File: src/vpw_symbol_codec_map.svh
// Register offsets, field positions, reset values and symbol timing for the VPW codec.
// Assumes a 100 MHz core clock and a one microsecond symbol time base.
// Operation
// - Serial output low when idle, high active
// - One transition per symbol, timed between edges
// - Zero/one bits use Tv1/Tv2 by level
// - Bytes are eight bits, passive first
// - SOF active Tv3, EOD passive Tv3
// - EOF passive Tv4, IFS passive Tv6
// - Passive beyond Tv6 means bus idle
// - Normalization active Tv1/Tv2, break active Tv5
// - Up to 7 ignored, up to 34 invalid
// - Tv1 35..96, Tv2 97..163 accepted
// - Tv3 164..239, Tv4/Tv5 above 239
// - Ignored pulses never resync symbol counter
// - Invalid bit resyncs timing to its edges
// - Invalid bit flags, aborts, mutes receive until EOF
// - Control bit selects input polarity
// - Five bit loop delay, 0..31 us
// - Wait for echo, hold for nominal length
// - Lost arbitration forces output passive at once
// - Toggle at symbol end only if more queued
// - Always time output from decoder output
`ifndef VPW_SYMBOL_CODEC_MAP_SVH
`define VPW_SYMBOL_CODEC_MAP_SVH

// ----------------------------------------
// Time base
// ----------------------------------------
`define VPW_CLK_PERIOD_NS 10
`define VPW_TICK_NS       1000
`define VPW_TICK_CYCLES   ((`VPW_TICK_NS) / (`VPW_CLK_PERIOD_NS))

// ----------------------------------------
// Symbol widths in ticks
// ----------------------------------------
`define VPW_IGNORE_MAX   9'd7
`define VPW_INVALID_MAX  9'd34
`define VPW_TV1_MAX      9'd96
`define VPW_TV2_MAX      9'd163
`define VPW_TV3_MAX      9'd239
`define VPW_TV1_NOM      9'd64
`define VPW_TV2_NOM      9'd128
`define VPW_TV3_NOM      9'd200
`define VPW_TV4_NOM      9'd280
`define VPW_TV5_NOM      9'd300
`define VPW_TV6_NOM      9'd300
`define VPW_CNT_MAX      9'h1ff
`define VPW_FILT_LAST    4'd7
`define VPW_FILT_TICKS   9'd8
`define VPW_DUR_ADJ      9'd7

// ----------------------------------------
// Register map
// ----------------------------------------
`define VPW_ADDR_W       3
`define VPW_REG_CTRL     3'h0
`define VPW_REG_TXSYM    3'h1
`define VPW_REG_STATUS   3'h2
`define VPW_REG_RXDATA   3'h3
`define VPW_REG_LASTSYM  3'h4
`define VPW_CTRL_INV     7
`define VPW_CTRL_DLY_MSB 4
`define VPW_CTRL_RESET   8'h00
`define VPW_ST_INVBIT    0
`define VPW_ST_RXF       1
`define VPW_ST_ARB       2
`define VPW_ST_IDLE      3
`define VPW_ST_BUSY      4
`define VPW_ST_PEND      5
`define VPW_ST_MUTE      6
`define VPW_ST_LEVEL     7

`endif
File: src/vpw_codec_pkg.sv
// Types shared by the VPW symbol codec.
// Assumes the map header supplies the register address width.
`include "vpw_symbol_codec_map.svh"

package vpw_codec_pkg;

   // Symbols that software queues for sending
   typedef enum logic [2:0] {
      TX_BIT0, TX_BIT1, TX_SOF, TX_EOD, TX_EOF, TX_NB_SHORT, TX_NB_LONG, TX_BRK
   } tx_sym_t;

   // Symbols that the decoder recognises
   typedef enum logic [2:0] {
      RX_NONE, RX_INVALID, RX_ZERO, RX_ONE, RX_SOF, RX_EOD, RX_EOF, RX_BRK
   } rx_sym_t;

   typedef enum logic [1:0] {
      TXS_IDLE, TXS_WAIT, TXS_HOLD
   } tx_state_t;

   // Register port request
   typedef struct packed {
      logic [`VPW_ADDR_W-1:0] addr;
      logic [7:0]             wdata;
      logic                   wr;
      logic                   rd;
   } reg_req_t;

endpackage : vpw_codec_pkg

File: src/vpw_symbol_codec.sv
// VPW symbol encoder and decoder with digital filter and loop delay compensation.
// Assumes an external transceiver echoes bus_serial_out back onto bus_serial_in.
//
// Our own choices: the strobed register port and the address map.
`timescale 1ns/100ps
`include "vpw_symbol_codec_map.svh"

module vpw_symbol_codec #(
   parameter int TICK_CYCLES = `VPW_TICK_CYCLES
) (
   input  wire logic                  core_clk,
   input  wire logic                  rst,
   input  wire vpw_codec_pkg::reg_req_t reg_req,
   output logic [7:0]                 reg_rdata,
   input  wire logic                  bus_serial_in,
   output logic                       bus_serial_out
);
   import vpw_codec_pkg::*;

   localparam int PW = (TICK_CYCLES > 1) ? $clog2(TICK_CYCLES) : 1;

   logic [PW-1:0] pre_cnt_q;
   logic          tick;
   logic          in_s1_q;
   logic          in_s2_q;
   logic          rx_raw;
   logic          filt_q;
   logic [3:0]    pulse_cnt_q;
   logic [8:0]    sym_cnt_q;
   logic [8:0]    dur;
   logic          edge_acc;
   rx_sym_t       rx_sym;
   rx_sym_t       last_sym_q;
   logic          eof_evt;
   logic          idle_evt;
   logic          bus_idle_q;
   logic          mute_q;
   logic [2:0]    bit_cnt_q;
   logic [7:0]    shift_q;
   logic [7:0]    rx_data_q;
   logic          is_bit;
   logic          byte_done;
   logic          invalid_evt;
   logic          invert_q;
   logic [4:0]    loop_delay_setting;
   logic          invalid_bit_flag;
   logic          receive_full_flag;
   logic          arb_lost_q;
   tx_state_t     tx_state_q;
   tx_sym_t       tx_sym_q;
   logic          tx_lvl_q;
   logic [8:0]    tx_target_q;
   logic          pend_v_q;
   tx_sym_t       pend_sym_q;
   logic          out_q;
   logic          arb_evt;
   logic          hold_done;
   logic          wr_ctrl;
   logic          wr_tx;
   logic          wr_stat;
   logic          rd_rx;

   // ----------------------------------------
   // Helper functions
   // ----------------------------------------
   function automatic rx_sym_t classify(input logic lvl, input logic [8:0] d);
      rx_sym_t s;
      s = RX_NONE;
      if (d <= `VPW_IGNORE_MAX) begin
         s = RX_NONE;
      end else if (d <= `VPW_INVALID_MAX) begin
         s = RX_INVALID;
      end else if (d <= `VPW_TV1_MAX) begin
         s = lvl ? RX_ONE : RX_ZERO;
      end else if (d <= `VPW_TV2_MAX) begin
         s = lvl ? RX_ZERO : RX_ONE;
      end else if (d <= `VPW_TV3_MAX) begin
         s = lvl ? RX_SOF : RX_EOD;
      end else begin
         s = lvl ? RX_BRK : RX_EOF;
      end
      return s;
   endfunction : classify

   function automatic logic sym_level(input tx_sym_t s, input logic cur);
      logic l;
      l = 1'b1;
      if (s == TX_BIT0 || s == TX_BIT1) begin
         l = ~cur;
      end else if (s == TX_EOD || s == TX_EOF) begin
         l = 1'b0;
      end
      return l;
   endfunction : sym_level

   function automatic logic [8:0] sym_nominal(input tx_sym_t s, input logic l);
      logic [8:0] n;
      n = `VPW_TV1_NOM;
      case (s)
         TX_BIT0:     n = l ? `VPW_TV2_NOM : `VPW_TV1_NOM;
         TX_BIT1:     n = l ? `VPW_TV1_NOM : `VPW_TV2_NOM;
         TX_SOF:      n = `VPW_TV3_NOM;
         TX_EOD:      n = `VPW_TV3_NOM;
         TX_EOF:      n = `VPW_TV4_NOM;
         TX_NB_SHORT: n = `VPW_TV1_NOM;
         TX_NB_LONG:  n = `VPW_TV2_NOM;
         TX_BRK:      n = `VPW_TV5_NOM;
         default:     n = `VPW_TV1_NOM;
      endcase
      return n;
   endfunction : sym_nominal

   // ----------------------------------------
   // Time base and input path
   // ----------------------------------------
   always_ff @(posedge core_clk or posedge rst) begin
      if (rst) begin
         pre_cnt_q <= '0;
      end else if (pre_cnt_q == PW'(TICK_CYCLES - 1)) begin
         pre_cnt_q <= '0;
      end else begin
         pre_cnt_q <= pre_cnt_q + 1'b1;
      end
   end
   assign tick = (pre_cnt_q == PW'(TICK_CYCLES - 1));

   always_ff @(posedge core_clk or posedge rst) begin
      if (rst) begin
         in_s1_q <= 1'b0;
         in_s2_q <= 1'b0;
      end else begin
         in_s1_q <= bus_serial_in;
         in_s2_q <= in_s1_q;
      end
   end
   assign rx_raw = in_s2_q ^ invert_q;

   // ----------------------------------------
   // Digital filter and symbol counter
   // ----------------------------------------
   assign edge_acc = (rx_raw != filt_q) && tick && (pulse_cnt_q == `VPW_FILT_LAST);

   always_ff @(posedge core_clk or posedge rst) begin
      if (rst) begin
         filt_q      <= 1'b0;
         pulse_cnt_q <= 4'h0;
      end else if (rx_raw == filt_q) begin
         pulse_cnt_q <= 4'h0;
      end else if (edge_acc) begin
         filt_q      <= rx_raw;
         pulse_cnt_q <= 4'h0;
      end else if (tick) begin
         pulse_cnt_q <= pulse_cnt_q + 4'h1;
      end
   end

   always_ff @(posedge core_clk or posedge rst) begin
      if (rst) begin
         sym_cnt_q <= `VPW_CNT_MAX;
      end else if (edge_acc) begin
         sym_cnt_q <= `VPW_FILT_TICKS;
      end else if (tick && sym_cnt_q != `VPW_CNT_MAX) begin
         sym_cnt_q <= sym_cnt_q + 9'd1;
      end
   end

   assign dur         = sym_cnt_q - `VPW_DUR_ADJ;
   assign rx_sym      = edge_acc ? classify(filt_q, dur) : RX_NONE;
   assign eof_evt     = !filt_q && tick && sym_cnt_q == `VPW_TV3_MAX;
   assign idle_evt    = !filt_q && tick && sym_cnt_q == `VPW_TV6_NOM;
   assign invalid_evt = (rx_sym == RX_INVALID);
   assign is_bit      = (rx_sym == RX_ZERO || rx_sym == RX_ONE) && last_sym_q != RX_EOD;
   assign byte_done   = is_bit && bit_cnt_q == 3'd7;

   // ----------------------------------------
   // Receive framing
   // ----------------------------------------
   always_ff @(posedge core_clk or posedge rst) begin
      if (rst) begin
         bus_idle_q <= 1'b1;
      end else if (edge_acc) begin
         bus_idle_q <= 1'b0;
      end else if (idle_evt) begin
         bus_idle_q <= 1'b1;
      end
   end

   always_ff @(posedge core_clk or posedge rst) begin
      if (rst) begin
         mute_q     <= 1'b0;
         bit_cnt_q  <= 3'd0;
         shift_q    <= 8'h00;
         rx_data_q  <= 8'h00;
         last_sym_q <= RX_NONE;
      end else if (eof_evt) begin
         mute_q     <= 1'b0;
         bit_cnt_q  <= 3'd0;
         last_sym_q <= RX_EOF;
      end else if (edge_acc) begin
         last_sym_q <= rx_sym;
         if (invalid_evt) begin
            mute_q    <= 1'b1;
            bit_cnt_q <= 3'd0;
         end else if (is_bit) begin
            shift_q   <= {shift_q[6:0], rx_sym == RX_ONE};
            bit_cnt_q <= bit_cnt_q + 3'd1;
            if (byte_done && !mute_q) begin
               rx_data_q <= {shift_q[6:0], rx_sym == RX_ONE};
            end
         end else if (rx_sym != RX_NONE) begin
            bit_cnt_q <= 3'd0;
         end
      end
   end

   // ----------------------------------------
   // Register port decode
   // ----------------------------------------
   assign wr_ctrl = reg_req.wr && reg_req.addr == `VPW_REG_CTRL;
   assign wr_tx   = reg_req.wr && reg_req.addr == `VPW_REG_TXSYM;
   assign wr_stat = reg_req.wr && reg_req.addr == `VPW_REG_STATUS;
   assign rd_rx   = reg_req.rd && reg_req.addr == `VPW_REG_RXDATA;

   always_ff @(posedge core_clk or posedge rst) begin
      if (rst) begin
         invert_q           <= 1'(`VPW_CTRL_RESET >> `VPW_CTRL_INV);
         loop_delay_setting <= 5'h00;
      end else if (wr_ctrl) begin
         invert_q           <= reg_req.wdata[`VPW_CTRL_INV];
         loop_delay_setting <= reg_req.wdata[`VPW_CTRL_DLY_MSB:0];
      end
   end

   // Flags: a hardware set wins over a clear in the same cycle
   always_ff @(posedge core_clk or posedge rst) begin
      if (rst) begin
         invalid_bit_flag  <= 1'b0;
         receive_full_flag <= 1'b0;
         arb_lost_q        <= 1'b0;
      end else begin
         if (invalid_evt) begin
            invalid_bit_flag <= 1'b1;
         end else if (wr_stat && reg_req.wdata[`VPW_ST_INVBIT]) begin
            invalid_bit_flag <= 1'b0;
         end
         if (byte_done && !mute_q) begin
            receive_full_flag <= 1'b1;
         end else if (rd_rx) begin
            receive_full_flag <= 1'b0;
         end
         if (arb_evt) begin
            arb_lost_q <= 1'b1;
         end else if (wr_stat && reg_req.wdata[`VPW_ST_ARB]) begin
            arb_lost_q <= 1'b0;
         end
      end
   end

   always_ff @(posedge core_clk or posedge rst) begin
      if (rst) begin
         reg_rdata <= 8'h00;
      end else if (!reg_req.rd) begin
         reg_rdata <= 8'h00;
      end else if (reg_req.addr == `VPW_REG_CTRL) begin
         reg_rdata <= {invert_q, 2'b00, loop_delay_setting};
      end else if (reg_req.addr == `VPW_REG_TXSYM) begin
         reg_rdata <= {4'h0, pend_v_q, pend_sym_q};
      end else if (reg_req.addr == `VPW_REG_STATUS) begin
         reg_rdata <= {filt_q, mute_q, pend_v_q, tx_state_q != TXS_IDLE, bus_idle_q,
                       arb_lost_q, receive_full_flag, invalid_bit_flag};
      end else if (reg_req.addr == `VPW_REG_RXDATA) begin
         reg_rdata <= rx_data_q;
      end else if (reg_req.addr == `VPW_REG_LASTSYM) begin
         reg_rdata <= {5'h00, last_sym_q};
      end else begin
         reg_rdata <= 8'h00;
      end
   end

   // ----------------------------------------
   // Encoder
   // ----------------------------------------
   assign arb_evt   = tx_state_q == TXS_HOLD && !tx_lvl_q && filt_q &&
                      (tx_sym_q == TX_BIT0 || tx_sym_q == TX_BIT1);
   assign hold_done = tx_state_q == TXS_HOLD && filt_q == tx_lvl_q &&
                      sym_cnt_q >= tx_target_q;

   always_ff @(posedge core_clk or posedge rst) begin
      if (rst) begin
         tx_state_q  <= TXS_IDLE;
         tx_sym_q    <= TX_BIT0;
         tx_lvl_q    <= 1'b0;
         tx_target_q <= `VPW_TV1_NOM;
         pend_v_q    <= 1'b0;
         pend_sym_q  <= TX_BIT0;
         out_q       <= 1'b0;
      end else if (invalid_evt) begin
         tx_state_q <= TXS_IDLE;
         out_q      <= 1'b0;
         pend_v_q   <= 1'b0;
      end else begin
         if (wr_tx && !pend_v_q) begin
            pend_v_q   <= 1'b1;
            pend_sym_q <= tx_sym_t'(reg_req.wdata[2:0]);
         end
         case (tx_state_q)
            TXS_IDLE: begin
               if (pend_v_q) begin
                  pend_v_q    <= 1'b0;
                  tx_sym_q    <= pend_sym_q;
                  tx_lvl_q    <= sym_level(pend_sym_q, out_q);
                  out_q       <= sym_level(pend_sym_q, out_q);
                  tx_target_q <= sym_nominal(pend_sym_q, sym_level(pend_sym_q, out_q)) -
                                 {4'h0, loop_delay_setting};
                  tx_state_q  <= TXS_WAIT;
               end else begin
                  out_q <= 1'b0;
               end
            end
            TXS_WAIT: begin
               if (filt_q == tx_lvl_q) begin
                  tx_state_q <= TXS_HOLD;
               end
            end
            TXS_HOLD: begin
               if (arb_evt) begin
                  out_q      <= 1'b0;
                  pend_v_q   <= 1'b0;
                  tx_state_q <= TXS_IDLE;
               end else if (hold_done && pend_v_q) begin
                  pend_v_q    <= 1'b0;
                  tx_sym_q    <= pend_sym_q;
                  tx_lvl_q    <= sym_level(pend_sym_q, out_q);
                  out_q       <= sym_level(pend_sym_q, out_q);
                  tx_target_q <= sym_nominal(pend_sym_q, sym_level(pend_sym_q, out_q)) -
                                 {4'h0, loop_delay_setting};
                  tx_state_q  <= TXS_WAIT;
               end else if (hold_done) begin
                  out_q      <= 1'b0;
                  tx_state_q <= TXS_IDLE;
               end
            end
            default: begin
               tx_state_q <= TXS_IDLE;
            end
         endcase
      end
   end

   assign bus_serial_out = out_q;
endmodule : vpw_symbol_codec

File: config.mk
export PLATFORM = sky130hd
export DESIGN_NAME = vpw_symbol_codec
export DESIGN_NICKNAME = d
export VERILOG_FILES = /design/src/vpw_codec_pkg.sv /design/src/vpw_symbol_codec.sv
export VERILOG_INCLUDE_DIRS = /design/src /design/src/src
export SDC_FILE = /design/constraint.sdc
export NUM_CORES = 1
export LEC_CHECK = 0
export BUFFER_PORTS_ARGS = -buffer_cell sky130_fd_sc_hd__buf_2
export CAP_MARGIN = 40
export CORE_UTILIZATION = 30
export CTS_BUF_LIST = sky130_fd_sc_hd__clkbuf_4
export DETAILED_ROUTE_END_ITERATION = 10
export GPL_TIMING_DRIVEN = 0
export HOLD_SLACK_MARGIN = 0.1
export PLACE_DENSITY = 0.47
export SLEW_MARGIN = 20
export SYNTH_ARGS = -nofsm -noshare
export SYNTH_HDL_FRONTEND = slang
export SYNTH_SLANG_ARGS = --single-unit
File: constraint.sdc
create_clock -name core_clk -period 7.7 [get_ports core_clk]
set_input_delay 1.155 -clock core_clk [delete_from_list [all_inputs] [get_ports core_clk]]
set_output_delay 1.155 -clock core_clk [all_outputs]
set_load 0.1 [all_outputs]
# Word level (Yosys, flattened, before mapping)
# Cells that the tools add are included.
# totals
word_cells,223
output_inout_bits,9
register_bits,83
# classes
n_eq_ne,33
muxes,90
add_sub_neg,7
magnitude_cmp,6
n_reduce_logical,57
bitwise_logic,5
# ops
cell,n
$pmux W9 S7,2
$mux W9,12
$mux W8,9
$mux W3,16
$mux W1,34
$logic_and A1 B1 Y1,22
$eq A3 B2 Y1 const B,6
$eq A3 B3 Y1 const B,6
$le A9 B8 Y1 const B,2
$pmux W9 S2,1
$reduce_bool A2 Y1,9
$sub A9 B5 Y9,2
$mux W2,7
$eq A3 B1 Y1 const B,4
$mux W4,3
$reduce_and A2 Y1,5
$reduce_and A5 Y1,2
$add A9 B1 Y9 const B,1
$eq A9 B8 Y1 const B,1
$eq A9 B9 Y1 const B,1
$ge A9 B9 Y1,1
$le A9 B3 Y1 const B,1
$le A9 B6 Y1 const B,1
$le A9 B7 Y1 const B,1
other kinds (30),49

# Logic depth before layout (Yosys ltp)
# logic_depth
ltp_word,20
depth_mapped,12

# Worst setup path before layout
# OpenSTA, ideal clock, no wires.
# synth_timing
kind,register -> register
startpoint,register sym_cnt_q[0]
endpoint,register rx_data_q[0]
stages_incl_launch_ff,11
setup_slack_ns,4.992
arrival_ns,2.581
synth_period_minus_slack_ns,2.708
setup_ns,0.127
n_path_buf,1
cell_sequence,dfstp_2 -> buf_6 -> inv_1 -> ha_1 -> a21oi_1 -> a221oi_1 -> nor2_2 -> or4_1 -> o31ai_1 -> nand2_1 -> mux2_1
# synth_via
elab_chain_cells,14
elab_cells_between_ends,24
classes_between,1 x add/sub; 5 x order compare; 4 x eq/ne; 6 x mux; 2 x bitwise; 6 x reduce/logical
# synth_rtl
element,line_no,rtl
from (decl),vpw_symbol_codec.sv:29,logic [8:0] sym_cnt_q;
from (signal assigned),vpw_symbol_codec.sv:159,sym_cnt_q <= `VPW_CNT_MAX;
from (signal assigned),vpw_symbol_codec.sv:161,sym_cnt_q <= `VPW_FILT_TICKS;
from (signal assigned),vpw_symbol_codec.sv:163,sym_cnt_q <= sym_cnt_q + 9'd1;
$sub A9 B3 Y9 (no line),--,
$le A9 B8 Y1 (no line),--,
$mux W2,vpw_symbol_codec.sv:77,end else if (d <= `VPW_TV3_MAX) begin
$mux W3,vpw_symbol_codec.sv:75,end else if (d <= `VPW_TV2_MAX) begin
$mux W3,vpw_symbol_codec.sv:73,end else if (d <= `VPW_TV1_MAX) begin
$mux W3,vpw_symbol_codec.sv:71,end else if (d <= `VPW_INVALID_MAX) begin
$mux W3,vpw_symbol_codec.sv:69,if (d <= `VPW_IGNORE_MAX) begin
$mux W3,vpw_symbol_codec.sv:168,"assign rx_sym = edge_acc ? classify(filt_q, dur) : RX_NONE;"
"$eq A3 B2 Y1, on equally long branches","vpw_symbol_codec.sv:172, vpw_symbol_codec.sv:208",
$logic_or A1 B1 Y1,vpw_symbol_codec.sv:172,assign is_bit = (rx_sym == RX_ZERO || rx_sym == RX_ONE) && last_sym_q != RX_EOD;
$logic_and A1 B1 Y1,vpw_symbol_codec.sv:172,
$logic_and A1 B1 Y1,vpw_symbol_codec.sv:173,assign byte_done = is_bit && bit_cnt_q == 3'd7;
$logic_and A1 B1 Y1,vpw_symbol_codec.sv:207,if (byte_done && !mute_q) begin
$reduce_and A5 Y1 (no line),--,
to (signal assigned),vpw_symbol_codec.sv:208,"rx_data_q <= {shift_q[6:0], rx_sym == RX_ONE};"
to (decl),vpw_symbol_codec.sv:40,logic [7:0] rx_data_q;
# Parallel ways exist; a longest one is shown, timed or not.
# A chain may end at the register's enable or synchronous reset.

# Worst setup path after layout
# layout_timing
startpoint,register sym_cnt_q[1]
endpoint,"register out_q, in the netlist bus_serial_out"
# layout_via
elab_chain_cells,11
elab_cells_between_ends,23
classes_between,1 x add/sub; 6 x order compare; 2 x eq/ne; 10 x mux; 4 x reduce/logical
# layout_rtl
element,line_no,rtl
$sub A9 B3 Y9 (no line),--,
$le A9 B8 Y1 (no line),--,
$mux W2,vpw_symbol_codec.sv:77,
$mux W3,vpw_symbol_codec.sv:75,
$mux W3,vpw_symbol_codec.sv:73,
$mux W3,vpw_symbol_codec.sv:71,
$mux W3,vpw_symbol_codec.sv:69,
$mux W3,vpw_symbol_codec.sv:168,
$eq A3 B1 Y1,vpw_symbol_codec.sv:171,assign invalid_evt = (rx_sym == RX_INVALID);
$ne A5 B4 Y1 (no line) or $reduce_bool A3 Y1 (tied branches),--,
$reduce_and A2 Y1 (no line),--,
to (signal assigned),vpw_symbol_codec.sv:312,"out_q <= sym_level(pend_sym_q, out_q);"
to (signal assigned),vpw_symbol_codec.sv:334,"out_q <= sym_level(pend_sym_q, out_q);"
to (decl),vpw_symbol_codec.sv:55,logic out_q;
# Parallel ways exist; a longest one is shown, timed or not.

==> impl_metrics.ini <==
[power]
cellPowerDensity_nw_per_um2 = 217.4
cellLeakagePower_nw = 2.419
vdd_drop_max_v = 0.00009066

[yosys]
synth_cell_types = 70
syn-num-nets = 551
ys_warn_count = 0
synth.area.top_cells = dfrtp_1 (37%), dfstp_2 (6.0%), ha_1 (5.7%)
synth_common_cells = dfrtp_1 (71), nand2_1 (46), o21ai_0 (38)
synth_area_um2 = 4847
ys_seq_area_share_pct = 42.62
synth.top_cell.area_share_pct = 36.65
ys_ff_latch = 82
syn_area_per_cell_um2 = 9.449
synth_cells = 513
synth_edf_count = 0
synthArstFlopShare_pct = 100.0
synth_ff_type = dfrtp_1
synth_top_cell_by_area = dfrtp_1
synth.most_common_cell = dfrtp_1

[worst_setup_path]
path_delay_family = simple AND/OR/NAND/NOR gates
path_cells = ha_1 -> buf_2 -> nor3b_1 -> a221oi_1 -> nor2_2 -> nand3_1 -> o211a_1 -> buf_2 -> o311ai_0 -> o21ai_0
cp_slowest_cell = dfstp_2
r2r-start = sym_cnt_q[1]$_DFFE_PP1P_
crit_fanout = 10
cp_common_cell = buf_2
worstPathArrival_ns = 3.59
cp_num_buf_inv = 2
crit_path_end_kind = flip-flop
crit_type = flip-flop to flip-flop
critPathRequiredTime_ns = 8.01
reg2reg_to = bus_serial_out$_DFFE_PP0P_
startpoint_type = flip-flop
critical_path.max_stage_delay_ns = 0.68
r2r_cells = 10
r2r_setup_slack_ns = 4.42

[worst_hold_path]
min_path_type = flip-flop to flip-flop
hold_depth = 0
worstHoldEndpoint = in_s2_q$_DFF_PP0_
hp-start = in_s1_q$_DFF_PP0_

[layout]
syn_to_final_growth_pct = 11.59
stdcell_count = 767
num-nets-final = 584
fin_area_um2 = 5409
antenna_cells = 0
layout-drive-gt1-share_pct = 15.97
fill_cells = 1625

[sta]
fin_crit_sh_pct = 42.57
timing.fmax_ghz = 0.3051
hold_violations = 0
final.setup_skew_ns = 0.007299
rsz0062_at_grt = no
tightest_slew_ns = 0.6452
setup_violations = 0
max_slew_margin_pct = 56.66
slew_violations = 0
tns_ns = 0
fin_crit_ns = 3.278

[clock_network]
ctsHoldBuffers = 0
root_buffer = clkbuf_4
cts_setup_buffers = 0
clock-sinks = 82
cts_buffers = 9
cts_resized = 0
htree_levels = 3
worstSkewPairLatency_ns = 0.45
cts_buffer_depth = 2
clkTransAtPathRegs_ns = 0.12
cts_tree = built

[routing]
vias = 3892
avgRoutedWirePerCell_um = 15.31
wl_um = 11750
avgViaCountPerCell = 5.074
drt_iter0_markers = 178
ant_nets = 0
drtPass1Iterations = 5
drc = 0

[global_route]
antenna_found_initial = 0
grt_max_degree = 58
grt_pass1_vias = 3874
grt_use_total_pct = 15.21
overflow = 0
grt_pass1_wl_um = 19490

[placement]
placed_area_um2 = 5253
hpwl_um = 8742
dp.cells = 751
portBuffers = 21
gp_congestion = 0.8546

[run_status]
outcome = complete, no violations

[run]
max-cap-violations = 0

[die]
die_h_um = 129.1
num_rows = 46
pin_count = 25
core_um2 = 15830
die-area_um2 = 16670
fp.dieW_um = 129.1
start_util_pct = 30.62
## cell type report
| type | count | area [um2] | area share [%] |
|---|---|---|---|
| sequential | 82 | 2066 | 38.19 |
| buffer | 25 | 125.1 | 2.313 |
| tap | 216 | 270.3 | 4.997 |
| multi-input combinational | 375 | 2540 | 46.96 |
| timing repair buffer | 22 | 132.6 | 2.452 |
| clock inverter | 6 | 81.33 | 1.504 |
| clock buffer | 10 | 75.07 | 1.388 |
| inverter | 31 | 118.9 | 2.198 |
## cells in the final DEF, fill, tap and decap left out, types with 14 or more instances in the layout
cell / instances
clkbuf_1: 14
mux2_2: 15
inv_1: 30
nor2_1: 35
o21ai_0: 38
xnor2_1: 14
ha_1: 22
nand2_1: 46
dfrtp_1: 71
a21oi_1: 32
nand3_1: 19
buf_2: 25
## kinds of logic (layout without fill, tap and decap cells)
family | after synthesis | after routing | synth area share, %
xor+xnor | 20 | 20 | 3.614
flops | 82 | 82 | 42.62
buf+inv | 56 | 94 | 4.982
fa+ha+maj | 23 | 23 | 5.885
compound gates | 128 | 128 | 17.32
mux | 27 | 27 | 6.711
simple gates | 177 | 177 | 18.87
## worst max path at each step
stage / slack, ns / startpoint / end / cells past startpoint
final: 4.42 / sym_cnt_q[1]$_DFFE_PP1P_ / bus_serial_out$_DFFE_PP0P_ / 10
after global routing: 4.15 / sym_cnt_q[1]$_DFFE_PP1P_ / tx_lvl_q$_DFFE_PP0P_ / 10
after CTS: 4.44 / sym_cnt_q[1]$_DFFE_PP1P_ / tx_lvl_q$_DFFE_PP0P_ / 10
after detailed placement: 4.49 / sym_cnt_q[1]$_DFFE_PP1P_ / tx_lvl_q$_DFFE_PP0P_ / 10
after global placement: 3.39 / rst / tx_target_q[8]$_DFFE_PP0P_ / 2
after floorplan: 4.45 / rst / arb_lost_q$_DFFE_PP0P_ / 1
## worst register-to-register path, cell delays in order, from the launching register on
cell and delay (ns):
dfstp_2 0.68, ha_1 0.34, buf_2 0.28, nor3b_1 0.35
a221oi_1 0.22, nor2_2 0.25, nand3_1 0.24, o211a_1 0.25
buf_2 0.19, o311ai_0 0.15, o21ai_0 0.19
## where the power goes
part | internal (mW) | leakage, nW | switching [mW]
Sequential | 0.488 | 1.04 | 0.0398
Clock | 0.133 | 0.0838 | 0.151
Combinational | 0.140 | 1.29 | 0.224
Total | 0.761 | 2.42 | 0.415
## state kept, by name, summed over array words and instances (netlist names), 2 cells and up
name and flops:
bit_cnt_q 3, last_sym_q 3, loop_delay_setting 5, pend_sym_q 3
pre_cnt_q 7, pulse_cnt_q 4, reg_rdata 8, rx_data_q 8
shift_q 7, sym_cnt_q 9, tx_state_q 2, tx_sym_q 2
tx_target_q 9
## per-layer routing
layer,track usage (%),routed length [um],vias to the layer above
met1,20.32,5818,1893
met3,3.386,429,16
met2,23.69,5257,84
met5,0,0,-
met4,6.367,241,0
li1,-,-,1899
## through the flow
| step | util, % | total power [mW] | worst slack (ns) | hold WS [ns] |
|---|---|---|---|---|
| detailed placement | 33.19 | 0.9025 | 4.491 | 0.3363 |
| floorplan | - | 0.8032 | 4.455 | 0.3312 |
| finish | 34.17 | 1.176 | 4.422 | 0.3637 |
| global route | 34.17 | 1.263 | 4.146 | 0.3718 |
| CTS | 34.17 | 1.197 | 4.440 | 0.3652 |
| global placement | 33.00 | 0.8884 | 3.388 | 0.3371 |
No activity file was read; power rests on OpenSTA's default activity.
